<file path="src/evpu_defines.vh">
// Constants for the exception vector and priority unit.
// Assumes inclusion by bare name from design files in the same folder.
`ifndef EVPU_DEFINES_VH
`define EVPU_DEFINES_VH

// Vector numbers
`define EVPU_VEC_RESET      8'h00
`define EVPU_VEC_BUS_ERR    8'h02
`define EVPU_VEC_ADDR_ERR   8'h03
`define EVPU_VEC_ILLEGAL    8'h04
`define EVPU_VEC_ZERO_DIV   8'h05
`define EVPU_VEC_BOUNDS     8'h06
`define EVPU_VEC_OVF_TRAP   8'h07
`define EVPU_VEC_PRIV       8'h08
`define EVPU_VEC_TRACE      8'h09
`define EVPU_VEC_LINE_A     8'h0a
`define EVPU_VEC_LINE_F     8'h0b
`define EVPU_VEC_UNINIT     8'h0f
`define EVPU_VEC_SPURIOUS   8'h18
`define EVPU_VEC_AUTO_BASE  8'h18
`define EVPU_VEC_SWI_BASE   8'h20
`define EVPU_VEC_USER_FIRST 8'h40

// Vector address formation
`define EVPU_VEC_SHIFT      2
`define EVPU_ADDR_W         32

// Reset entry is four words, other entries two
`define EVPU_WORDS_RESET    3'h4
`define EVPU_WORDS_NORMAL   3'h2

// Address space codes
`define EVPU_FC_SUP_DATA    3'h5
`define EVPU_FC_SUP_PROG    3'h6

// Group 0 start latency, in clock cycles
`define EVPU_ABORT_MAX_CYC  2

`endif

</file>
<file path="src/evpu_src_latch.v">
// Sticky pending flag for one exception source.
// Assumes set and clear are synchronous to clk_i.
`timescale 1ns/1ps
module evpu_src_latch (
  input  wire clk_i,
  input  wire rst_b_i,
  input  wire set_i,
  input  wire clr_i,
  input  wire flush_i,
  output wire pend_o
);
  reg pend_q;
  always @(posedge clk_i or negedge rst_b_i) begin
    if (!rst_b_i) begin
      pend_q <= 1'b0;
    end else if (set_i) begin
      pend_q <= 1'b1;
    end else if (clr_i || flush_i) begin
      pend_q <= 1'b0;
    end
  end
  assign pend_o = pend_q;
endmodule // evpu_src_latch

</file>
<file path="src/evpu_vec_addr.v">
// Forms a vector address, space and entry length from a vector number.
// Assumes a combinational use by the sequencer side.
`timescale 1ns/1ps
`include "evpu_defines.vh"
module evpu_vec_addr (
  input  wire [7:0]  vec_i,
  output wire [31:0] addr_o,
  output wire [2:0]  space_o,
  output wire [2:0]  words_o
);
  assign addr_o  = {22'h000000, vec_i, 2'h0};
  assign space_o = (vec_i == `EVPU_VEC_RESET) ? `EVPU_FC_SUP_PROG : `EVPU_FC_SUP_DATA;
  assign words_o = (vec_i == `EVPU_VEC_RESET) ? `EVPU_WORDS_RESET : `EVPU_WORDS_NORMAL;
endmodule // evpu_vec_addr

</file>
<file path="src/evpu_exception_unit.v">
// Exception classification, vectoring and priority for the sequencer.
// Assumes all inputs synchronous to clk_i; one request taken per take pulse.
// Summary of operation
// - External sources are only interrupts, bus error and reset.
// - Internal exceptions: trap, overflow, bounds, divide, illegal, odd fetch, privilege, trace.
// - Tracing raises a high priority exception after each completed instruction.
// - Reset entry vector 0 spans four words: stack pointer then counter.
// - Reset vectors in supervisor program space, others in supervisor data space.
// - Autovector uses 24 plus level, giving 25 to 31.
// - Bus error during acknowledge gives spurious vector 24.
// - Software interrupt n selects vector 32 plus n.
// - Reset, address and bus error abort; processing begins within two cycles.
// - Trace and interrupt wait for instruction end, then preempt next.
// - Illegal or privileged instruction trapped before it executes.
// - Trap, overflow, bounds and zero divide come from normal execution.
// - Group 0 over 1 over 2; reset, address error, bus error.
// - Group 1: trace, interrupt, then illegal and privilege.
// - Bus error during software interrupt replaces that exception.
// - Interrupt pending with trace: trace first, then interrupt too.
// - Trap, trace, interrupt processed in that order.
// - Reset clears every other latched pending exception.
// - Vector address is number shifted left two, upper bits zero.
// - Vectors 64 to 255 available as user interrupt vectors.
`timescale 1ns/1ps
`include "evpu_defines.vh"
module evpu_exception_unit (
  input  wire        clk_i,
  input  wire        rst_b_i,
  input  wire        reset_req_i,
  input  wire        bus_err_i,
  input  wire        addr_err_i,
  input  wire [2:0]  irq_level_i,
  input  wire [2:0]  irq_mask_i,
  input  wire        trace_en_i,
  input  wire        instr_done_i,
  input  wire        next_illegal_i,
  input  wire        next_priv_i,
  input  wire        next_line_a_i,
  input  wire        next_line_f_i,
  input  wire        swi_i,
  input  wire [3:0]  swi_num_i,
  input  wire        overflow_trap_instr_i,
  input  wire        bounds_check_instr_i,
  input  wire        zero_div_i,
  input  wire        iack_done_i,
  input  wire        iack_auto_i,
  input  wire        iack_berr_i,
  input  wire        iack_uninit_i,
  input  wire [15:0] iack_data_i,
  input  wire        take_i,
  output wire        abort_o,
  output wire        preempt_o,
  output wire        exc_req_o,
  output wire        iack_req_o,
  output wire [2:0]  iack_level_o,
  output reg  [7:0]  vec_num_o,
  output reg  [31:0] vec_addr_o,
  output reg  [2:0]  vec_space_o,
  output reg  [2:0]  vec_words_o,
  output reg  [1:0]  vec_group_o,
  output reg         vec_valid_o
);

  ////////////////////////////////////////////////////////////////////////////
  // States
  localparam [3:0] ST_IDLE = 4'b0001;
  localparam [3:0] ST_IACK = 4'b0010;
  localparam [3:0] ST_VEC  = 4'b0100;
  localparam [3:0] ST_HOLD = 4'b1000;

  reg  [3:0] state_q;
  reg  [3:0] state_d;

  ////////////////////////////////////////////////////////////////////////////
  // Pending sources
  wire reset_p;
  wire addr_p;
  wire berr_p;
  wire trace_p;
  wire swi_p;
  wire ovf_p;
  wire bnd_p;
  wire zdiv_p;
  wire irq_hit;
  reg  [3:0] swi_num_q;
  reg  [7:0] sel_vec;
  reg  [1:0] sel_grp;
  reg  [3:0] clr_sel;
  wire flush_all;
  wire flush_low;
  wire take_now;
  wire [31:0] fa_addr;
  wire [2:0]  fa_space;
  wire [2:0]  fa_words;

  assign flush_all = reset_req_i;
  assign flush_low = flush_all | bus_err_i | addr_err_i;
  assign take_now  = take_i & (state_q == ST_IDLE);

  ////////////////////////////////////////////////////////////////////////////
  // Clear strobes for the source being taken
  wire clr_reset;
  wire clr_addr;
  wire clr_berr;
  wire clr_trace;
  wire clr_swi;
  wire clr_ovf;
  wire clr_bnd;
  wire clr_zdiv;
  assign clr_reset = take_now & (clr_sel == 4'h1);
  assign clr_addr  = take_now & (clr_sel == 4'h2);
  assign clr_berr  = take_now & (clr_sel == 4'h3);
  assign clr_trace = take_now & (clr_sel == 4'h4);
  assign clr_swi   = take_now & (clr_sel == 4'h5);
  assign clr_ovf   = take_now & (clr_sel == 4'h6);
  assign clr_bnd   = take_now & (clr_sel == 4'h7);
  assign clr_zdiv  = take_now & (clr_sel == 4'h8);

  evpu_src_latch u_reset (
    .clk_i   (clk_i),
    .rst_b_i (rst_b_i),
    .set_i   (reset_req_i),
    .clr_i   (clr_reset),
    .flush_i (1'b0),
    .pend_o  (reset_p)
  );
  evpu_src_latch u_addr (
    .clk_i   (clk_i),
    .rst_b_i (rst_b_i),
    .set_i   (addr_err_i & ~reset_req_i),
    .clr_i   (clr_addr),
    .flush_i (flush_all),
    .pend_o  (addr_p)
  );
  evpu_src_latch u_berr (
    .clk_i   (clk_i),
    .rst_b_i (rst_b_i),
    .set_i   (bus_err_i & ~reset_req_i & (state_q != ST_IACK)),
    .clr_i   (clr_berr),
    .flush_i (flush_all),
    .pend_o  (berr_p)
  );
  evpu_src_latch u_trace (
    .clk_i   (clk_i),
    .rst_b_i (rst_b_i),
    .set_i   (trace_en_i & instr_done_i & ~flush_low),
    .clr_i   (clr_trace),
    .flush_i (flush_low),
    .pend_o  (trace_p)
  );
  evpu_src_latch u_swi (
    .clk_i   (clk_i),
    .rst_b_i (rst_b_i),
    .set_i   (swi_i & ~flush_low),
    .clr_i   (clr_swi),
    .flush_i (flush_low),
    .pend_o  (swi_p)
  );
  evpu_src_latch u_ovf (
    .clk_i   (clk_i),
    .rst_b_i (rst_b_i),
    .set_i   (overflow_trap_instr_i & ~flush_low),
    .clr_i   (clr_ovf),
    .flush_i (flush_low),
    .pend_o  (ovf_p)
  );
  evpu_src_latch u_bnd (
    .clk_i   (clk_i),
    .rst_b_i (rst_b_i),
    .set_i   (bounds_check_instr_i & ~flush_low),
    .clr_i   (clr_bnd),
    .flush_i (flush_low),
    .pend_o  (bnd_p)
  );
  evpu_src_latch u_zdiv (
    .clk_i   (clk_i),
    .rst_b_i (rst_b_i),
    .set_i   (zero_div_i & ~flush_low),
    .clr_i   (clr_zdiv),
    .flush_i (flush_low),
    .pend_o  (zdiv_p)
  );

  always @(posedge clk_i or negedge rst_b_i) begin
    if (!rst_b_i) begin
      swi_num_q <= 4'h0;
    end else if (swi_i) begin
      swi_num_q <= swi_num_i;
    end
  end

  // Interrupt level above the mask or at level 7, sampled between instructions
  assign irq_hit = (irq_level_i != 3'h0) &&
                   ((irq_level_i == 3'h7) || (irq_level_i > irq_mask_i));

  ////////////////////////////////////////////////////////////////////////////
  // Priority selection: lowest priority taken first, except group 0
  always @* begin
    sel_vec = 8'h00;
    sel_grp = 2'h3;
    clr_sel = 4'h0;
    if (reset_p) begin
      sel_vec = `EVPU_VEC_RESET;
      sel_grp = 2'h0;
      clr_sel = 4'h1;
    end else if (addr_p) begin
      sel_vec = `EVPU_VEC_ADDR_ERR;
      sel_grp = 2'h0;
      clr_sel = 4'h2;
    end else if (berr_p) begin
      sel_vec = `EVPU_VEC_BUS_ERR;
      sel_grp = 2'h0;
      clr_sel = 4'h3;
    end else if (swi_p) begin
      sel_vec = `EVPU_VEC_SWI_BASE + {4'h0, swi_num_q};
      sel_grp = 2'h2;
      clr_sel = 4'h5;
    end else if (ovf_p) begin
      sel_vec = `EVPU_VEC_OVF_TRAP;
      sel_grp = 2'h2;
      clr_sel = 4'h6;
    end else if (bnd_p) begin
      sel_vec = `EVPU_VEC_BOUNDS;
      sel_grp = 2'h2;
      clr_sel = 4'h7;
    end else if (zdiv_p) begin
      sel_vec = `EVPU_VEC_ZERO_DIV;
      sel_grp = 2'h2;
      clr_sel = 4'h8;
    end else if (trace_p) begin
      sel_vec = `EVPU_VEC_TRACE;
      sel_grp = 2'h1;
      clr_sel = 4'h4;
    end else if (irq_hit) begin
      sel_vec = 8'h00;
      sel_grp = 2'h1;
      clr_sel = 4'h9;
    end else if (next_illegal_i) begin
      sel_vec = `EVPU_VEC_ILLEGAL;
      sel_grp = 2'h1;
      clr_sel = 4'ha;
    end else if (next_priv_i) begin
      sel_vec = `EVPU_VEC_PRIV;
      sel_grp = 2'h1;
      clr_sel = 4'hb;
    end else if (next_line_a_i) begin
      sel_vec = `EVPU_VEC_LINE_A;
      sel_grp = 2'h1;
      clr_sel = 4'hc;
    end else if (next_line_f_i) begin
      sel_vec = `EVPU_VEC_LINE_F;
      sel_grp = 2'h1;
      clr_sel = 4'hd;
    end
  end

  ////////////////////////////////////////////////////////////////////////////
  // Sequencer-facing requests
  assign abort_o   = reset_p | addr_p | berr_p;
  assign preempt_o = (clr_sel != 4'h0) & ~abort_o;
  assign exc_req_o = (state_q == ST_IDLE) & (clr_sel != 4'h0);
  assign iack_req_o   = (state_q == ST_IACK);
  reg [2:0] iack_level_q;
  assign iack_level_o = iack_level_q;

  ////////////////////////////////////////////////////////////////////////////
  // State machine
  reg [7:0] next_vec;
  always @* begin
    state_d  = state_q;
    next_vec = vec_num_o;
    case (state_q)
      ST_IDLE: begin
        if (take_now && clr_sel == 4'h9) begin
          state_d = ST_IACK;
        end else if (take_now && clr_sel != 4'h0) begin
          state_d  = ST_VEC;
          next_vec = sel_vec;
        end
      end
      ST_IACK: begin
        if (reset_req_i) begin
          state_d = ST_IDLE;
        end else if (iack_berr_i || bus_err_i) begin
          state_d  = ST_VEC;
          next_vec = `EVPU_VEC_SPURIOUS;
        end else if (iack_done_i) begin
          state_d = ST_VEC;
          if (iack_auto_i) begin
            next_vec = `EVPU_VEC_AUTO_BASE + {5'h00, iack_level_q};
          end else if (iack_uninit_i) begin
            next_vec = `EVPU_VEC_UNINIT;
          end else begin
            next_vec = iack_data_i[7:0];
          end
        end
      end
      ST_VEC: begin
        state_d = ST_HOLD;
      end
      ST_HOLD: begin
        state_d = ST_IDLE;
      end
      default: begin
        state_d = ST_IDLE;
      end
    endcase
  end

  evpu_vec_addr u_addr_form (
    .vec_i   (next_vec),
    .addr_o  (fa_addr),
    .space_o (fa_space),
    .words_o (fa_words)
  );

  always @(posedge clk_i or negedge rst_b_i) begin
    if (!rst_b_i) begin
      state_q      <= ST_IDLE;
      iack_level_q <= 3'h0;
      vec_num_o    <= 8'h00;
      vec_addr_o   <= 32'h00000000;
      vec_space_o  <= 3'h0;
      vec_words_o  <= 3'h0;
      vec_group_o  <= 2'h0;
      vec_valid_o  <= 1'b0;
    end else begin
      state_q     <= state_d;
      vec_valid_o <= 1'b0;
      if (take_now && clr_sel == 4'h9) begin
        iack_level_q <= irq_level_i;
      end
      if (state_d == ST_VEC) begin
        vec_num_o   <= next_vec;
        vec_addr_o  <= fa_addr;
        vec_space_o <= fa_space;
        vec_words_o <= fa_words;
        vec_group_o <= (state_q == ST_IACK) ? 2'h1 : sel_grp;
        vec_valid_o <= 1'b1;
      end
    end
  end

endmodule // evpu_exception_unit

</file>
<file path="config.mk">
export PLATFORM = sky130hd
export DESIGN_NAME = evpu_exception_unit
export DESIGN_NICKNAME = d
export VERILOG_FILES = /design/src/evpu_src_latch.v /design/src/evpu_vec_addr.v /design/src/evpu_exception_unit.v
export VERILOG_INCLUDE_DIRS = /design/src
export SDC_FILE = /design/constraint.sdc
export NUM_CORES = 1
export LEC_CHECK = 0
export ABC_AREA = 1
export BUFFER_PORTS_ARGS = -buffer_cell sky130_fd_sc_hd__buf_2
export CAP_MARGIN = 20
export CORE_MARGIN = 5
export CORE_UTILIZATION = 52
export DETAILED_ROUTE_END_ITERATION = 12
export HOLD_SLACK_MARGIN = 0.08
export PLACE_DENSITY = 0.86
export SLEW_MARGIN = 20
export SYNTH_ARGS = -nofsm -noshare
export SYNTH_HDL_FRONTEND = slang
export SYNTH_SLANG_ARGS = --single-unit
</file>
<file path="constraint.sdc">
create_clock -name clk_i -period 4.1 [get_ports clk_i]
set_clock_uncertainty 0.05 [all_clocks]
set_input_delay 0.82 -clock clk_i [delete_from_list [all_inputs] [get_ports clk_i]]
set_output_delay 0.82 -clock clk_i [all_outputs]
set_load 0.1 [all_outputs]
</file>
==> impl_results.md, run 1 <==
- CTS H-Tree Depth: 2
- Switching Share: ~64%
- Post-Syn Instances: 338
- Crit Path Category: input port to primary output
- RR Endpoint: vec_space_o[0]
- Vias post-DR: 2342
- Detail Route Antenna Nets: 0
- Worst setup path startpoint: irq_level_i[2]
- Critical Path End: exc_req_o
- Number of enable flip-flop cells after synthesis: 0
- Critical Path Sink Type: primary output
- Die H: 78.0 um
- Largest net degree at the start of global routing: 34
- Fmax: roughly 270 MHz
- Die area: 6080 um^2
- DR WL/cell: 13.2 um
- Measured slew at the worst slew-check pin: just over 0.7 ns
- Post-Syn Area: 2400 um^2
- CP Launch Type: input port
- Final hold slack: 0.415 ns
- Synthesis-to-layout area growth: 14.2%
- Diode count: 0
- Mapped Avg Cell Area: approximately 7.1 um^2
- Relative slew margins: 52.4%
- Starting DRT DRC Count: about 140
- IO Count: 102
- Sequential Power Share: 19.8%
- Yosys warning count: 0
- Die width: 78.0 um
- Final core utilization: between 60 and 70%
- IO Port Bufs: between 60 and 70
- Final setup vio count: 0
- Top cells by area, synth: dfrtp_1 33%, buf_4 11%, nand2_1 10%, inv_1 8.7%, nor2_1 5.6%
- Logic pwr share: 67.2%
- PwrDens: 885 nW/um^2
- Leakage dissipation: 0.00158 uW
- # nets final: 450
- Clock buffer depth: 2
- Row Count: 24
- P_sw: between 1500 and 2000 uW
- Worst path required time: 3.23 ns
- Clock slew seen by the registers of the worst setup and hold paths: 0.06 ns
- Hold Crit Class: register to register
- RSZ-0062 raised after global routing: false
- Final min period: 3.74 ns
- Clock sink count: 33
- Synth unique cells: 35
- Crit path DAT: ~2.9 ns
- Cts repair resizes: 0
- Core area: 4410 um^2
- Reported max-cap violation count: 0
- Worst vdd ir: 0.615 mV
- First-pass GRT wire length: 9970 um
- Total CTS buffers: 5
- Dominant synthesized flop cell: dfrtp_1
- R2R depth: 16
- Internal: 870 uW
- DP HPWL: 4680 um
- Layout cell share with drive strength beyond 1: 25.4%
- Global placement routability congestion: 0.887
- Root Buffer: clkbuf_8
- Sequential-to-total area share from yosys stat: 34.4%
- Initial core utilization: between 50% and 60%
- Yosys top cell area share: 33.3%
- Reg-to-reg critical path startpoint: state_q[2]
- Clock Latency Late Sink: 0.29 ns
- Critical path fanouts, max: 7
- DR DRC count: 0
- Number of global-route vias before repair: 2232
- CTS tree: built
- Largest area contributor in the netlist: dfrtp_1
- Reg2reg setup slack: 1.52 ns
- #FFs+latches synth: 33
- Ys async rst share: 100%
- Setup_tns: 0 ns
- DR pass1 iterations: 4
- Status: completed
- Period utilisation layout: 91.3%
- Postcts setup bufs: 0
- Via/cell ratio: 5.16
- Initial antenna violation count: 0
- Hold buffers post-CTS: 0
- GRT Util Overall: 20.0%
- Hold Vio Cnt, Final: 0
- Clock group share of total power: 13.0%
- Grt total ovfl: 0
- WL final: 6010 um
- Max-slew violations: 0
==> cell usage in the layout, fill, tap and decap left out, drive strengths merged <==
master   n
a21oi   18
a22oi    1
a32oi    1
buf     68
bufinv   1
clkbuf   7
conb    25
dfrtp   32
dfstp    1
ha       3
inv     61
nand2   75
nand3   24
nand4    7
nor2    39
nor3     5
o211ai   3
o21ai   19
o21bai   1
o221ai   1
o22ai    7
o311ai   1
o41ai    1
or2      1
==> area by class of cell <==
type	count	area, um^2
fillers	404	1670
multi-input cells	232	1170
flip-flops and latches	33	827
repair buffers	68	340
inverters	61	229
clock buffers	7	86.3
well taps	52	65.1
clock inverters	1	30.0
==> critical path, cell delays in order <==
cell	delay, ns
buf_2	0.12
ha_1	0.32
a21oi_1	0.15
nand2_1	0.06
nand2_1	0.07
nand2_2	0.06
nand2_4	0.11
a21oi_2	0.06
o21bai_1	0.15
nand2_2	0.12
nand4_2	0.20
inv_1	0.10
nor2_2	0.09
buf_2	0.43
==> kinds of logic after synthesis <==
family,Yosys count,synth area share (%)
buf+inv,97,20.9
flops,33,34.4
simple gates,151,30.0
fa+ha+maj,3,1.56
other cells,1,0.156
compound gates,53,13.0
==> Yosys cell counts (2+ instances only) <==
master,number
ha_1,3
o211ai_1,3
nand2_4,2
a21oi_2,3
nand3_1,21
nor2_1,36
a21oi_1,15
nor3_1,4
dfrtp_1,32
nand3_4,2
nand2_2,6
o21ai_0,18
buf_4,35
o22ai_1,7
inv_2,5
nand2_1,67
nand4_1,6
inv_1,56
==> per-layer routing <==
layer | up-vias | global-route usage, % | part of all wire [%]
met5 | - | 0 | 0
met4 | 0 | 5.91 | 2.3
met3 | 15 | 5.32 | 8.8
met2 | 106 | 35.8 | 49
met1 | 1077 | 23.3 | 40
li1 | 1144 | - | -
==> worst min-delay path by stage <==
stage | from | to | slack [ns] | cells past startpoint
finish | vec_space_o[2] | vec_space_o[2] | 0.42 | 1
global route | vec_space_o[2] | vec_space_o[2] | 0.43 | 1
CTS | state_q[3] | state_q[3] | 0.42 | 1
detailed placement | vec_space_o[2] | vec_space_o[2] | 0.40 | 1
global placement | state_q[3] | state_q[3] | 0.38 | 1
floorplan | state_q[3] | state_q[3] | 0.37 | 1
==> flip-flops by register name, summed over array words and instances, names as in the netlist <==
signal and count:
iack_level_o 3, u_swi.pend_o 1, u_reset.pend_o 1, vec_num_o 8
u_trace.pend_o 1, vec_space_o 3, u_berr.pend_o 1, u_zdiv.pend_o 1
u_ovf.pend_o 1, vec_group_o 2, vec_valid_o 1, swi_num_q 4
u_bnd.pend_o 1, state_q 4, u_addr.pend_o 1
==> through the flow <==
step	power [uW]	instance area [um^2]	setup slack, ns	instances
after global placement	2080	2630	0.416	446
after CTS	2430	2750	0.358	454
final	2430	2750	0.357	454
after floorplan	1920	2500	0.368	362
after detailed placement	2100	2630	0.358	446
after global routing	2540	2750	0.195	454
==> power by group through the flow <==
stage | clock network, uW | registers (uW) | logic [uW]
CTS | 320 | 479 | 1630
finish | 316 | 480 | 1630
detailed placement | 0 | 485 | 1620
global route | 333 | 493 | 1710
floorplan | 0 | 924 | 1000
global placement | 0 | 478 | 1600
(Power assumes the default switching activity.)
==> inputs of run 2 (changes only) <==
CORE_MARGIN = not set   (was 5)
==> run 2 against run 1 <==
  * Core utilization is 0.34 points lower
  * Critical path depth is 2 higher
  * Clock-buffer cell count stayed put
  * Worst setup slack worse by 0.0076 ns
  * Final cell count stayed put
  * Non-clock buffer count stayed put
  * First-iteration DRC count is 17% higher
  * Sequential share of layout area is 0.17 points higher
  * Die area is 19% lower
  * Critical endpoint unchanged
  * Largest power group unchanged
==> impl_results.md, run 2 (synthesized netlist as in run 1, its figures left out) <==
- Diode count: 0
- Reported max-cap violation count: 0
- Relative slew margins: around 51%
- Hold_sp: state_q[3]
- Postcts setup bufs: 0
- Top Registers: vec_num_o: 8 flops, state_q: 4 flops, swi_num_q: 4 flops
- CTS tree: built
- Leakage dissipation: about 0.0016 uW
- Commonest cells after routing, fill and taps aside: 68 x buf_2, 67 x nand2_1, 56 x inv_1, 35 x nor2_1, 32 x dfrtp_1
- Fmax: approximately 270 MHz
- Initial antenna violation count: 0
- Number of global-route vias before repair: 2152
- Vias post-DR: about 2300
- GRT Util Overall: 24.1%
- # nets final: 450
- Worst path required time: 3.23 ns
- Clock slew seen by the registers of the worst setup and hold paths: 0.07 ns
- CTS H-Tree Depth: 2
- DR WL/cell: 12.2 um
- Initial core utilization: 54.5%
- WL final: 5540 um
- Status: completed
- PwrDens: 869 nW/um^2
- Hold endpoint: state_q[3]
- Setup_tns: 0 ns
- DR DRC count: 0
- Die area: 4900 um^2
- Synthesis-to-layout area growth: 13.5%
- Commonest non-fill, non-tap cell in the layout: buf_2
- CP Launch Type: input port
- Final min period: 3.75 ns
- Hold Path Depth: 1
- Max reg flops: 8
- Detail Route Antenna Nets: 0
- Global placement routability congestion: about 0.97
- Reg2reg setup slack: approximately 1.6 ns
- Clock buffer depth: 2
- Largest net degree at the start of global routing: 34
- Hold Vio Cnt, Final: 0
- Starting DRT DRC Count: 160
- Crit Path Category: input port to primary output
- Critical Path Sink Type: primary output
- Via/cell ratio: 5.07
- DP HPWL: 4370 um
- RSZ-0062 raised after global routing: false
- IO Port Bufs: 68
- Clock Latency Late Sink: 0.29 ns
- Hold buffers post-CTS: 0
- Clock sink count: 33
- Crit path DAT: 2.88 ns
- IO Count: roughly 100
- Root Buffer: clkbuf_8
- Most flop-heavy register: vec_num_o
- Final setup vio count: 0
- Period utilisation layout: just over 90%
- Hold Crit Class: register to register
- Total CTS buffers: 5
- Reg-to-reg critical path startpoint: state_q[2]
- Max-slew violations: 0
- Worst vdd ir: ~0.56 mV
- Grt total ovfl: 0
- Placed cell area: 2630 um^2
- Layout cell share with drive strength beyond 1: 25.6%
- RR Endpoint: vec_space_o[0]
- Fin area: 2730 um^2
- # fillers: 408
- Measured slew at the worst slew-check pin: 0.736 ns
- Cts repair resizes: 0
- First-pass GRT wire length: 9410 um
- DR pass1 iterations: 4
- Row Count: 24
- Pwr Total: 2370 uW
- Die width: 70.0 um
- Critical path fanouts, max: 7
- Die H: approximately 70 um
- Core area: 4410 um^2
- R2R depth: 16
==> run 2: cell count changes in the layout (fill, tap and decap cells not counted), sizes merged <==
cell / change
bufinv: -1
clkinv: +1
==> run 2: worst max path at each step <==
stage,start,endpoint,slack (ns),cells after the start
after CTS,irq_level_i[2],exc_req_o,0.36,16
after detailed placement,irq_level_i[2],exc_req_o,0.37,16
after global placement,irq_level_i[2],exc_req_o,0.42,14
after floorplan,irq_mask_i[2],exc_req_o,0.37,13
final,irq_level_i[2],exc_req_o,0.35,16
after global routing,irq_level_i[2],exc_req_o,0.17,14
==> run 2: final cells by class <==
| type | count | area, um^2 | area share, % |
|---|---|---|---|
| Sequential cell | 33 | 827 | 30.3 |
| Multi-Input combinational cell | 232 | 1170 | 42.8 |
| Timing Repair Buffer | 68 | 340 | 12.5 |
| Tap cell | 52 | 65.1 | 2.38 |
| Inverter | 61 | 229 | 8.39 |
| Clock buffer | 7 | 96.3 | 3.53 |
| Clock inverter | 1 | 5.00 | 0.183 |
==> run 2: power breakdown <==
group | total (uW) | internal [uW] | switching [uW]
sequential | 478 | 413 | 64.6
clock | 275 | 152 | 123
combinational | 1620 | 258 | 1360
==> run 2: critical path, cell delays in order <==
cell and delay, ns:
buf_2 0.12, ha_1 0.33, a21oi_1 0.16, nand2_1 0.06, nand2_1 0.07, nand2_2 0.06
nand2_4 0.10, nand2_2 0.06, nand2_1 0.06, nand2_1 0.07, nand2_1 0.10, a21oi_2 0.08
nand4_2 0.17, inv_1 0.11, nor2_2 0.08, buf_2 0.42
==> run 2: through the flow <==
step | utilization (%) | hold WS (ns) | setup WS [ns] | instances
finish | 61.8 | 0.415 | 0.349 | 454
global route | 61.8 | 0.431 | 0.169 | 454
CTS | 61.8 | 0.413 | 0.363 | 454
detailed placement | 59.6 | 0.401 | 0.373 | 446
global placement | 59.6 | 0.381 | 0.423 | 446
floorplan | - | 0.368 | 0.368 | 362
==> run 2: layer usage <==
layer	global-route usage [%]	part of all wire, %	vias to the layer above
met5	0	0	-
met4	7.78	1.5	0
li1	-	-	1145
met2	38.9	47	88
met3	5.34	5.6	9
met1	32.1	45	1060
